===== config.mk =====
export PLATFORM = sky130hd
export DESIGN_NAME = pulse_code_output_ports
export DESIGN_NICKNAME = d
export VERILOG_FILES = /design/src/common/pulse_code_pkg.sv /design/src/verilog/pulse_code_output_ports.sv
export SDC_FILE = /design/constraint.sdc
export NUM_CORES = 1
export LEC_CHECK = 0
export BUFFER_PORTS_ARGS = -buffer_cell sky130_fd_sc_hd__buf_2
export CAP_MARGIN = 20
export CORE_UTILIZATION = 30
export CTS_CLUSTER_SIZE = 14
export DETAILED_ROUTE_END_ITERATION = 7
export GPL_TIMING_DRIVEN = 1
export SYNTH_ARGS = -nofsm -noshare
export SYNTH_HDL_FRONTEND = slang
export SYNTH_SLANG_ARGS = --single-unit

===== constraint.sdc =====
create_clock -name clk -period 5.07 [get_ports clk]
set_input_delay 0.7605 -clock clk [delete_from_list [all_inputs] [get_ports clk]]
set_output_delay 0.7605 -clock clk [all_outputs]
set_load 0.005 [all_outputs]

===== src/common/pulse_code_pkg.sv =====
package pulse_code_pkg;

  // ****************************************
  // Widths and encodings
  // ****************************************
  localparam int VALUE_WIDTH     = 10;
  localparam int RES_WIDTH       = 4;
  localparam int SOURCE_COUNT    = 8;
  localparam int SOURCE_WIDTH    = 3;
  localparam int PORT_COUNT      = 6;
  localparam int DEBOUNCE_CYCLES = 4;

  localparam logic [RES_WIDTH-1:0] RES_MAX   = 4'hA;
  localparam logic [RES_WIDTH-1:0] RES_RESET = 4'hA;

  // ****************************************
  // Carrier clocks
  // ****************************************
  localparam int CLK_HZ         = 100_000_000;
  localparam int CARRIER_FAST   = 8_000_000;
  localparam int CARRIER_MID    = 1_000_000;
  localparam int CARRIER_SLOW   = 100_000;
  localparam int DIV_FAST       = CLK_HZ / CARRIER_FAST;
  localparam int DIV_MID        = CLK_HZ / CARRIER_MID;
  localparam int DIV_SLOW       = CLK_HZ / CARRIER_SLOW;
  localparam int DIV_WIDTH      = 10;

  typedef enum logic [1:0] {
    CARRIER_SEL_SLOW,
    CARRIER_SEL_MID,
    CARRIER_SEL_FAST
  } carrier_sel_type;

  typedef enum logic {
    MODE_PWM,
    MODE_PDM
  } mod_mode_type;

  // Per-channel configuration
  typedef struct packed {
    logic                    enable;
    mod_mode_type            mode;
    carrier_sel_type         clock_select;
    logic [RES_WIDTH-1:0]    resolution;
    logic [SOURCE_WIDTH-1:0] source;
  } channel_cfg_type;

  // Per-channel running state
  typedef struct packed {
    logic [DIV_WIDTH-1:0]   divider;
    logic [VALUE_WIDTH-1:0] phase;
    logic [VALUE_WIDTH:0]   accum;
    logic [VALUE_WIDTH-1:0] latched;
    logic                   level;
  } channel_state_type;

endpackage


===== src/verilog/pulse_code_output_ports.sv =====
`timescale 1ns/1ps
// Operation
// RULE1: Each channel emits either a PWM or a PDM bitstream from a value.
// RULE2: Each channel picks its own source among the result values.
// RULE3: Software sets port direction to output before pulses are expected.
// RULE4: With four-wire serial active, ports zero and one carry select and data.
// RULE5: With two-wire bus selected, all six ports serve general use and pulses; the code routes pulses to ports zero to three only.
// RULE6: Input-capable ports offer optional debounce and optional pull-up.
// RULE7: Carrier clock selectable among 8 MHz, 1 MHz and 100 kHz; the code's fast divider of 12 gives about 8.33 MHz.
// RULE8: Each channel has its own carrier clock select field.
// RULE9: Each channel has its own resolution field.
// RULE10: Core reduces wide results to the configured width linearly.
// RULE11: Linear mapping uses signed slope and offset.
// RULE12: At ten bits the value spans zero to 1023.
// RULE13: Lower resolutions shrink the maximum value accordingly.
// RULE14: Out-of-range linearized values are dropped by firmware.
// RULE15: Value zero gives a constantly low stream.
// RULE16: Maximum value gives a constantly high stream.
// RULE17: Firmware writes output values; hardware only modulates them.
// RULE18: Configuration is write-only; no readback path exists.
// RULE19: Bus-select low activates four-wire serial on ports zero and one.
// RULE20: PWM period is two-to-resolution carrier cycles, high time equals value; the code holds the maximum value high for the whole period.
// RULE21: PDM gives value high cycles per period, evenly spread; the code makes the maximum value high on every cycle of the period.
module pulse_code_output_ports
  import pulse_code_pkg::*;
(
  input  wire logic                                    clk,
  input  wire logic                                    sys_rst,
  input  wire logic                                    clk_en,
  input  wire logic                                    bus_select_pin,
  input  wire logic                                    serial_select_in,
  input  wire logic                                    serial_data_out,
  input  wire logic [SOURCE_COUNT-1:0][VALUE_WIDTH-1:0] result_values,
  input  wire pulse_code_pkg::channel_cfg_type         cfg_a,
  input  wire pulse_code_pkg::channel_cfg_type         cfg_b,
  input  wire logic [PORT_COUNT-1:0]                   port_direction_bits,
  input  wire logic [PORT_COUNT-1:0]                   port_pull_up_en,
  input  wire logic [PORT_COUNT-1:0]                   port_debounce_en,
  input  wire logic [PORT_COUNT-1:0]                   port_pulse_route,
  input  wire logic [PORT_COUNT-1:0]                   port_gp_out,
  input  wire logic                                    interrupt_to_port,
  input  wire logic                                    interrupt_out_low_in,
  input  wire logic [PORT_COUNT-1:0]                   port_pin_in,
  output logic [PORT_COUNT-1:0]                        port_pin_out,
  output logic [PORT_COUNT-1:0]                        port_pin_oe,
  output logic [PORT_COUNT-1:0]                        port_pull_up,
  output logic [PORT_COUNT-1:0]                        port_in_value,
  output logic                                         serial_select_pin,
  output logic                                         pulse_out_a,
  output logic                                         pulse_out_b
);
  import pulse_code_pkg::*;

  // ****************************************
  // State
  // ****************************************
  typedef struct packed {
    logic [PORT_COUNT-1:0]   sync1;
    logic [PORT_COUNT-1:0]   sync2;
    logic                    bus_sync1;
    logic                    bus_sync2;
    logic [PORT_COUNT-1:0][2:0] deb_cnt;
    logic [PORT_COUNT-1:0]   deb_val;
    channel_state_type [1:0] chan;
    logic [PORT_COUNT-1:0]   pin_out;
    logic [PORT_COUNT-1:0]   pin_oe;
    logic [PORT_COUNT-1:0]   pull_up;
    logic                    ssel;
  } state_type;

  state_type state_reg;
  state_type state_next;

  // ****************************************
  // Helpers
  // ****************************************
  // Resolutions above ten clamp to ten
  function automatic logic [RES_WIDTH-1:0] eff_res(input logic [RES_WIDTH-1:0] r);
    eff_res = (r > RES_MAX || r == 4'h0) ? RES_MAX : r;
  endfunction

  function automatic logic [VALUE_WIDTH-1:0] res_mask(input logic [RES_WIDTH-1:0] r);
    res_mask = VALUE_WIDTH'((11'h001 << eff_res(r)) - 11'h001); // RULE12 RULE13
  endfunction

  function automatic logic [DIV_WIDTH-1:0] div_limit(input carrier_sel_type s);
    unique case (s)
      CARRIER_SEL_FAST: div_limit = DIV_WIDTH'(DIV_FAST - 1);
      CARRIER_SEL_MID:  div_limit = DIV_WIDTH'(DIV_MID - 1);
      CARRIER_SEL_SLOW: div_limit = DIV_WIDTH'(DIV_SLOW - 1);
      default:          div_limit = DIV_WIDTH'(DIV_SLOW - 1);
    endcase
  endfunction

  channel_cfg_type        cfg [2];
  logic [VALUE_WIDTH-1:0] src_val [2];
  logic                   pulse_lvl [2];
  logic                   serial_mode;

  assign cfg[0] = cfg_a;
  assign cfg[1] = cfg_b;
  assign src_val[0] = result_values[cfg_a.source] & res_mask(cfg_a.resolution); // RULE2 RULE17
  assign src_val[1] = result_values[cfg_b.source] & res_mask(cfg_b.resolution); // RULE2 RULE17
  // Four-wire serial active while bus-select reads low
  assign serial_mode = ~state_reg.bus_sync2; // RULE19

  // ****************************************
  // Next state
  // ****************************************
  always_comb
  begin
    logic [VALUE_WIDTH-1:0] m;
    logic [VALUE_WIDTH:0]   sum;
    logic [VALUE_WIDTH:0]   top;
    logic                   tick;
    logic                   wrap;
    logic                   src;
    m = '0;
    sum = '0;
    top = '0;
    tick = 1'b0;
    wrap = 1'b0;
    src = 1'b0;
    state_next = state_reg;
    state_next.sync1 = port_pin_in;
    state_next.sync2 = state_reg.sync1;
    state_next.bus_sync1 = bus_select_pin;
    state_next.bus_sync2 = state_reg.bus_sync1;
    for (int p = 0; p < PORT_COUNT; p++)
    begin
      // Filter needs a stable run before accepting a new level
      if (!port_debounce_en[p])
      begin
        state_next.deb_val[p] = state_reg.sync2[p]; // RULE6
        state_next.deb_cnt[p] = '0;
      end
      else if (state_reg.sync2[p] == state_reg.deb_val[p])
      begin
        state_next.deb_cnt[p] = '0;
      end
      else if (state_reg.deb_cnt[p] == 3'(DEBOUNCE_CYCLES - 1))
      begin
        state_next.deb_val[p] = state_reg.sync2[p]; // RULE6
        state_next.deb_cnt[p] = '0;
      end
      else
      begin
        state_next.deb_cnt[p] = state_reg.deb_cnt[p] + 3'h1;
      end
    end
    for (int c = 0; c < 2; c++)
    begin
      m = res_mask(cfg[c].resolution);
      top = {1'b0, m} + 11'h001;
      // A faster select may leave the divider above its new limit
      tick = (state_reg.chan[c].divider >= div_limit(cfg[c].clock_select)); // RULE7 RULE8
      wrap = tick && ((state_reg.chan[c].phase & m) == m);
      if (!cfg[c].enable)
      begin
        state_next.chan[c] = '0;
      end
      else if (tick)
      begin
        state_next.chan[c].divider = '0;
        state_next.chan[c].phase = (state_reg.chan[c].phase + 10'h001) & m; // RULE9 RULE20
        if (wrap)
        begin
          // New value only at period edges so a period is never torn
          state_next.chan[c].latched = src_val[c];
        end
        if (cfg[c].mode == MODE_PWM)
        begin
          // Max value: phase reaches mask, where phase < latched fails, so the latched == m term keeps it high
          state_next.chan[c].level = (state_reg.chan[c].latched == m) ||
                                     (state_reg.chan[c].phase < state_reg.chan[c].latched); // RULE15 RULE16 RULE20
        end
        else
        begin
          // Mask so a shrunk resolution cannot replay a large remainder
          sum = (state_reg.chan[c].accum & {1'b0, m}) + {1'b0, state_reg.chan[c].latched};
          if (state_reg.chan[c].latched == m)
          begin
            state_next.chan[c].level = 1'b1; // RULE16
            state_next.chan[c].accum = '0;
          end
          else if (sum >= top)
          begin
            state_next.chan[c].level = 1'b1; // RULE21
            state_next.chan[c].accum = sum - top;
          end
          else
          begin
            state_next.chan[c].level = 1'b0; // RULE15 RULE21
            state_next.chan[c].accum = sum;
          end
        end
      end
      else
      begin
        state_next.chan[c].divider = state_reg.chan[c].divider + 10'h001;
        state_next.chan[c].phase = state_reg.chan[c].phase & m; // RULE13
      end
    end
    pulse_lvl[0] = state_reg.chan[0].level; // RULE1
    pulse_lvl[1] = state_reg.chan[1].level; // RULE1
    for (int p = 0; p < PORT_COUNT; p++)
    begin
      src = (p == 0 || p == 2) ? pulse_lvl[0] : pulse_lvl[1];
      state_next.pin_oe[p] = port_direction_bits[p] || (p >= 4); // RULE3
      if (p == 2 && interrupt_to_port)
      begin
        state_next.pin_out[p] = interrupt_out_low_in;
      end
      else if (port_pulse_route[p] && p < 4)
      begin
        state_next.pin_out[p] = src; // RULE5
      end
      else
      begin
        state_next.pin_out[p] = port_gp_out[p];
      end
      state_next.pull_up[p] = port_pull_up_en[p] && !port_direction_bits[p] && (p < 4); // RULE6
    end
    state_next.ssel = 1'b1;
    if (serial_mode)
    begin
      state_next.ssel = state_reg.sync2[0];
      state_next.pin_oe[0] = 1'b0; // RULE4
      state_next.pull_up[0] = 1'b0;
      state_next.pin_out[1] = serial_data_out & ~serial_select_in; // RULE4
      state_next.pin_oe[1] = ~serial_select_in; // RULE4
    end
  end

  always_ff @(posedge clk)
  begin
    if (sys_rst)
    begin
      state_reg <= '0;
    end
    else if (clk_en)
    begin
      state_reg <= state_next;
    end
  end

  // ****************************************
  // Outputs
  // ****************************************
  // No readback of configuration exists by design
  assign port_pin_out      = state_reg.pin_out; // RULE18
  assign port_pin_oe       = state_reg.pin_oe;
  assign port_pull_up      = state_reg.pull_up;
  assign port_in_value     = state_reg.deb_val;
  assign serial_select_pin = state_reg.ssel;
  assign pulse_out_a       = state_reg.chan[0].level;
  assign pulse_out_b       = state_reg.chan[1].level;

  // ****************************************
  // Checks
  // ****************************************
  chk_serial_port_in: assert property (@(posedge clk) disable iff (sys_rst) // RULE4
    clk_en && serial_mode |=> !port_pin_oe[0])
    else $error("port zero driven in serial mode");

  chk_zero_stays_low: assert property (@(posedge clk) disable iff (sys_rst) // RULE15
    (state_reg.chan[0].latched == '0) && cfg_a.enable && clk_en &&
    (state_reg.chan[0].divider >= div_limit(cfg_a.clock_select)) |=> !pulse_out_a)
    else $error("zero value produced a high bit");

  chk_max_stays_high: assert property (@(posedge clk) disable iff (sys_rst) // RULE16
    (state_reg.chan[0].latched == res_mask(cfg_a.resolution)) && cfg_a.enable && clk_en &&
    (state_reg.chan[0].divider >= div_limit(cfg_a.clock_select)) |=> pulse_out_a)
    else $error("max value produced a low bit");

  chk_output_ports_drive: assert property (@(posedge clk) disable iff (sys_rst) // RULE5
    !sys_rst && clk_en ##1 1'b1 |-> port_pin_oe[5] && port_pin_oe[4])
    else $error("output-only ports not driven");

  chk_pull_up_input: assert property (@(posedge clk) disable iff (sys_rst) // RULE6
    port_pull_up[3] |-> $past(port_pull_up_en[3]) && !$past(port_direction_bits[3]))
    else $error("pull-up enabled without request");

  chk_phase_bound: assert property (@(posedge clk) disable iff (sys_rst) // RULE13
    (state_reg.chan[0].phase & ~res_mask(cfg_a.resolution)) == '0 || !$stable(cfg_a.resolution))
    else $error("phase beyond resolution");

  chk_divider_bound: assert property (@(posedge clk) disable iff (sys_rst) // RULE7
    state_reg.chan[0].divider <= DIV_WIDTH'(DIV_SLOW - 1))
    else $error("divider overran slowest carrier");

  chk_disabled_idle: assert property (@(posedge clk) disable iff (sys_rst) // RULE1
    !cfg_b.enable && clk_en ##1 !cfg_b.enable |-> !pulse_out_b)
    else $error("disabled channel pulses");

  chk_serial_port_one: assert property (@(posedge clk) disable iff (sys_rst) // RULE4
    clk_en && serial_mode && serial_select_in |=> !port_pin_oe[1])
    else $error("port one driven while deselected");

  chk_interrupt_route: assert property (@(posedge clk) disable iff (sys_rst) // RULE5
    clk_en && interrupt_to_port |=> port_pin_out[2] == $past(interrupt_out_low_in))
    else $error("interrupt level not on port two");

endmodule // pulse_code_output_ports


# After elaboration in Yosys (flattened, before gate mapping)

Index checks and enable logic that the tools add are counted.

$add $sub $neg: 18
Magnitude comparators: 10
Equality and inequality tests: 38
Shift operators: 2
Mux-type cells: 72
Bitwise logic cells: 10
Reduce and logical (&&, ||, !) cells: 28

Operator list:

| operator                                                                | number |
|---|---|
| 42-bit two-way mux                                                      | 2 |
| 11-bit two-way mux                                                      | 6 |
| 10-bit bitwise AND                                                      | 6 |
| 10-bit binary-select mux with 3-bit select                              | 2 |
| 3-bit two-way mux                                                       | 18 |
| 22-bit two-way mux                                                      | 2 |
| 10-bit by 1-bit adder with 10-bit output, second input constant         | 4 |
| 10-bit equality test                                                    | 4 |
| 10-bit two-way mux                                                      | 4 |
| 20-bit two-way mux                                                      | 2 |
| 10-bit one-hot mux with 2 select lines                                  | 2 |
| 1-bit two-way mux                                                       | 30 |
| 3-bit AND reduction                                                     | 10 |
| 10-bit by 1-bit adder with 11-bit output, second input constant         | 2 |
| 11-bit by 10-bit adder with 11-bit output                               | 2 |
| 11-bit by 10-bit bitwise AND with 11-bit output                         | 2 |
| 11-bit >= comparator                                                    | 2 |
| 11-bit subtractor                                                       | 2 |
| 10-bit >= comparator                                                    | 2 |
| 10-bit less-than comparator                                             | 2 |
| 2-bit by 1-bit inequality test with 1-bit output, second input constant | 10 |
| 1-bit by 4-bit left shift with 10-bit output, first input constant      | 2 |
| 10-bit by 1-bit subtractor with 10-bit output, second input constant    | 2 |
| 3-bit by 1-bit adder with 3-bit output, second input constant           | 6 |
| 16 further kinds                                                        | 52 |

Flip-flop bits (word level): 138
Bits of input ports: 146
Output and inout port bits: 27
Word-level logic and storage cells: 208

# Depth between registers and ports, before layout

Depth after elaboration: 13
Mapped depth: 25
Gate-level depth less buffers: 21

# Least setup slack after synthesis

No wires, ideal clock.

Kind: input-to-reg
From: input port cfg_a[6] in the netlist's numbering
To: register state_reg[31] in the netlist's numbering
Library setup time: 115 ps
Data arrival time: 5,013 ps
Data required time: 4,955 ps
Setup slack: -58 ps
Stages on the path: 19
Path buffers: 2
Cells stage by stage: buf_2 -> nor2_1 -> nand3b_1 -> ha_1 -> nor4b_1 -> a21oi_1 -> o21ai_1 -> and2_1 -> ha_1 -> and3_1 -> a221oi_1 -> xnor2_1 -> ha_1 -> o41a_1 -> o41ai_1 -> a211o_1 -> buf_2 -> mux2i_1 -> o21ai_2

Word-level cells in the longest chain between the ends: 13
Elaborated cells between the ends (all ways): 17
Classes of those cells: add/sub: 4; order compare: 2; eq/ne: 1; shift: 1; mux: 6; bitwise: 1; reduce/logical: 2

RTL lines:

| item                                                                    | RTL line                                                       | text |
|---|---|---|
| from (decl)                                                             | pulse_code_output_ports.sv:34                                  | `input wire pulse_code_pkg::channel_cfg_type cfg_a,` |
| 4-bit greater-than comparator / 4-bit zero test (equally long branches) | pulse_code_output_ports.sv:79                                  | `eff_res = (r > RES_MAX \|\| r == 4'h0) ? RES_MAX : r;` |
| 1-bit logical OR                                                        | pulse_code_output_ports.sv:79                                  |  |
| 4-bit two-way mux *                                                     | pulse_code_output_ports.sv:79                                  |  |
| 1-bit by 4-bit left shift with 10-bit output *                          | pulse_code_output_ports.sv:83                                  | `res_mask = VALUE_WIDTH'((11'h001 << eff_res(r)) - 11'h001);` |
| 10-bit by 1-bit subtractor with 10-bit output *                         | pulse_code_output_ports.sv:83                                  |  |
| 11-bit by 10-bit bitwise AND with 11-bit output                         | pulse_code_output_ports.sv:180                                 | `sum = (state_reg.chan[c].accum & {1'b0, m}) + {1'b0, state_reg.chan[c].latched};` |
| 11-bit by 10-bit adder with 11-bit output                               | pulse_code_output_ports.sv:180                                 |  |
| 11-bit subtractor / 11-bit >= comparator (equally long branches)        | pulse_code_output_ports.sv:189, pulse_code_output_ports.sv:186 |  |
| 11-bit two-way mux                                                      | pulse_code_output_ports.sv:186                                 | `else if (sum >= top)` |
| 11-bit two-way mux *                                                    | pulse_code_output_ports.sv:181                                 | `if (state_reg.chan[c].latched == m)` |
| 11-bit two-way mux *                                                    | pulse_code_output_ports.sv:171                                 | `if (cfg[c].mode == MODE_PWM)` |
| 22-bit two-way mux *                                                    | pulse_code_output_ports.sv:162                                 | `else if (tick)` |
| 42-bit two-way mux *                                                    | pulse_code_output_ports.sv:158                                 | `if (!cfg[c].enable)` |
| to (signal assigned)                                                    | pulse_code_output_ports.sv:243                                 | `state_reg <= state_next;` |
| to (decl)                                                               | pulse_code_output_ports.sv:71                                  | `state_type state_reg;` |

Mark *: on every way between the ends. The rest lies on a longest branch, timed or not. The select of a mux whose other input is x is not followed.
A chain may end at the register's enable or synchronous reset.

# Final worst setup path

From: input port cfg_a[6] in the netlist's numbering
To: register state_reg[36] in the netlist's numbering

Same word-level chain as after synthesis.

==> run summary <==
================================================================================
Maximum number of pins on one net before global-route repair ......           69
Peak clock frequency supported by timing ..........................    0.215 GHz
HPWL Detailed .....................................................      23.9 mm
Worst supply voltage drop on vdd ..................................       167 uV
Synthesized area per cell .........................................    8.46 um^2
Hold Path Stages ..................................................            2
Wire length per cell ..............................................      16.0 um
Fraction of final layout cells sized beyond drive strength 1 ......        21.8%
Status ............................................................ finished clean
Initial Utilization ...............................................        30.5%
Pwr Density .......................................................  232 mW/mm^2
DRC violation total after the first TritonRoute iteration .........          546
Total DRC errors in the routed layout .............................            0
Setup repair after global routing missed its margin ...............        false
Die boundary height ...............................................       195 um
Number of nets in the finished design .............................         1702
Number of rows created at floorplan ...............................           70
Mapped Cells ......................................................         1321
Top_reg_cell synth ................................................ sky130_fd_sc_hd__dfxtp_1
Category of the worst setup path capture point ....................    flip-flop
TritonCTS clock tree ..............................................          yes
Worst-path cell with the longest stage delay ...................... sky130_fd_sc_hd__o41a_1
CORE AREA .........................................................  0.0366 mm^2
Highest fanout seen on the critical path ..........................            6
Max FFs per register ..............................................          105
Number of antenna violations at the first check in global routing .            1
Total wire length .................................................      31.1 mm
Die Outline Area ..................................................  0.0380 mm^2
Synth Cell Area ...................................................  0.0112 mm^2
EDFF count, synth .................................................            0
Series of cell instances along the critical path .................. buf_2 -> nor2_1 -> nand3b_1 -> ha_1 -> nor4b_1 -> a21oi_1 -> o21ai_1 -> and2_1 -> ha_1 -> and3_1 -> a221oi_1 -> xnor2_1 -> ha_1 -> o41a_1 -> o41ai_2 -> a211o_2 -> buf_4 -> mux2i_1 -> o21ai_2
Area added between synthesis and finish ...........................        17.0%
Top Ports .........................................................          173
Cell area after layout ............................................  0.0131 mm^2
Final number of max-transition violations .........................            0
Flops & latches, synth ............................................          136
Final clock skew ..................................................    0.0116 ns
Yosys warning count ...............................................            0
Post-Route Hold Slack .............................................     0.450 ns
CTS Sinks .........................................................          136
Deepest level of the CTS H-tree ...................................            4
Via count normalized by instance count ............................         5.25
Count of TritonRoute iterations in the first routing pass .........            6
CTS clk-pin slew, worst paths .....................................      0.07 ns
Fill cells ........................................................         3753
Pleak .............................................................      5.61 nW
Ant. Diodes .......................................................            0
Final hold violation count ........................................            0
Final Setup Violations ............................................            0
X dimension of the die ............................................       195 um
Via count of the routed design ....................................        10200
Number of distinct library cells after synthesis ..................           82
Worst R2R Path Depth ..............................................           16
Data required time of the critical path ...........................      5.38 ns
Worst slew slack as a fraction of its limit .......................        35.8%
Max stage delay on crit path ......................................      0.46 ns
Count of buffers inserted at the top-level ports ..................          164
Hold bufs inserted after CTS ......................................            0
Worst path most repeated cell ..................................... sky130_fd_sc_hd__ha_1
Remaining antenna violation count .................................            0
Total grt overflow ................................................            0
Fraction of the cycle the final worst path needs ..................        91.7%
Clock latency on the worst-skew pair ..............................      0.43 ns
Minimum period implied by the final worst setup slack .............      4.65 ns
Actual transition at the worst max-transition pin .................     0.963 ns
Worst path arrival time ...........................................      4.96 ns
Category of the worst setup path launch point .....................    input pin
Maximum buffer depth of the clock tree ............................            2
Cell at the root of the clock tree ................................ sky130_fd_sc_hd__clkbuf_16
Area of placed instances ..........................................  0.0124 mm^2
Sequential fraction of the synthesis area .........................        24.4%
Total GRT Usage ...................................................        16.5%
Final estimated routing congestion in global placement ............        0.869
Kind of path behind the tightest hold check ....................... flip-flop to flip-flop
TritonCTS buffer count ............................................           17
Number of max-cap violations ......................................            0
Kind of critical path ............................................. input pin to flip-flop
Post-synth ARST share .............................................           0%
First-pass GRT wire length ........................................      50.7 mm
Number of global-route vias before repair .........................         9949
================================================================================
## per-layer routing
metal | part of all wire, % | track usage (%)
met3 | 3.4 | 2.75
met5 | 0.042 | 0
met4 | 2.5 | 6.10
met1 | 44 | 20.5
met2 | 50 | 28.4
## layout by cell type (no fill, tap or decap), types with 29 or more instances in the layout
cell type	netlist	final
sky130_fd_sc_hd__mux2i_1	66	66
sky130_fd_sc_hd__buf_4	28	47
sky130_fd_sc_hd__inv_1	55	54
sky130_fd_sc_hd__a21oi_1	102	102
sky130_fd_sc_hd__ha_1	90	90
sky130_fd_sc_hd__buf_2	16	163
sky130_fd_sc_hd__mux4_2	40	40
sky130_fd_sc_hd__dfxtp_1	136	136
sky130_fd_sc_hd__xor2_1	30	30
sky130_fd_sc_hd__xnor2_1	32	32
sky130_fd_sc_hd__o21ai_0	61	61
sky130_fd_sc_hd__nand2_1	114	114
sky130_fd_sc_hd__nor3_1	29	29
sky130_fd_sc_hd__nor2_1	123	123
## area by class of cell
class                   count  area [um^2]  area share [%]
clock buffers              23          508            3.88
well taps                 468          586            4.48
repair buffers            210         1170            8.93
clock inverters             9          136            1.04
flip-flops and latches    136         2720            20.8
inverters                  57          214            1.64
multi-input cells        1040         7750            59.2
## cells in the mapped netlist, types with 30 or more instances
cell	count	area (um^2)
sky130_fd_sc_hd__a21oi_1	102	510
sky130_fd_sc_hd__nand2_1	114	428
sky130_fd_sc_hd__mux2i_1	66	661
sky130_fd_sc_hd__dfxtp_1	136	2720
sky130_fd_sc_hd__xnor2_1	32	280
sky130_fd_sc_hd__o21ai_0	61	305
sky130_fd_sc_hd__clkbuf_1	33	124
sky130_fd_sc_hd__nor2_1	123	462
sky130_fd_sc_hd__ha_1	90	1130
sky130_fd_sc_hd__inv_1	55	206
sky130_fd_sc_hd__xor2_1	30	263
sky130_fd_sc_hd__mux4_2	40	901
## power breakdown
part / leakage, nW / internal [mW] / switching [mW] / total, mW
logic: 4.20 / 0.272 / 0.315 / 0.587
clock network: 0.312 / 0.855 / 0.492 / 1.35
registers: 1.10 / 1.09 / 0.0153 / 1.10
## metrics by stage
stage          cells  worst slack [ns]  util [%]  total power, mW  setup TNS [ns]
2_1_floorplan   1327            0.0175         -             1.53               0
3_3_place_gp    1911           0.00169      34.0             1.70               0
3_5_place_dp    1911            -0.118      34.0             1.71          -0.783
4_1_cts         1943             0.344      35.7             3.06               0
5_1_grt         1943             0.104      35.7             3.17               0
6_report        1943             0.421      35.7             3.04               0
## final timing paths
path / startpoint / to / slack (ns)
hold / removal: state_reg[80] / state_reg[80] / 0.45
setup / recovery: cfg_a[6] / state_reg[36] / 0.42
setup reg to reg: state_reg[20] / state_reg[36] / 1.31
hold reg to reg: state_reg[80] / state_reg[80] / 0.45
## worst max-delay path, delay by kind of cell
kind                       cells  cell delay, ns
AOI/OAI and AO/OA              7            1.81
and+or+nand+nor                5            0.93
adders and majority gates      3            0.75
buffers and inverters          2            0.27
muxes                          1            0.24
xor gates and xnor gates       1            0.19
## kinds of logic after synthesis
kind of cell / share of synthesized area (%)
AO/OA/AOI/OAI: 17.9
adder cells (fa/ha/maj): 10.8
flip-flops: 24.4
buffers and inverters: 6.61
XOR/XNOR: 4.86
multiplexers: 14.6
other: 0.0672
AND/OR/NAND/NOR: 20.9
## repair_timing
item,4_1_cts,5_1_grt
setup buffers,0,0
gates resized for setup,0,1
hold endpoints to repair,0,0
endpoints found under the setup margin,0,3
Note: power is estimated with default switching activity, not from simulation.
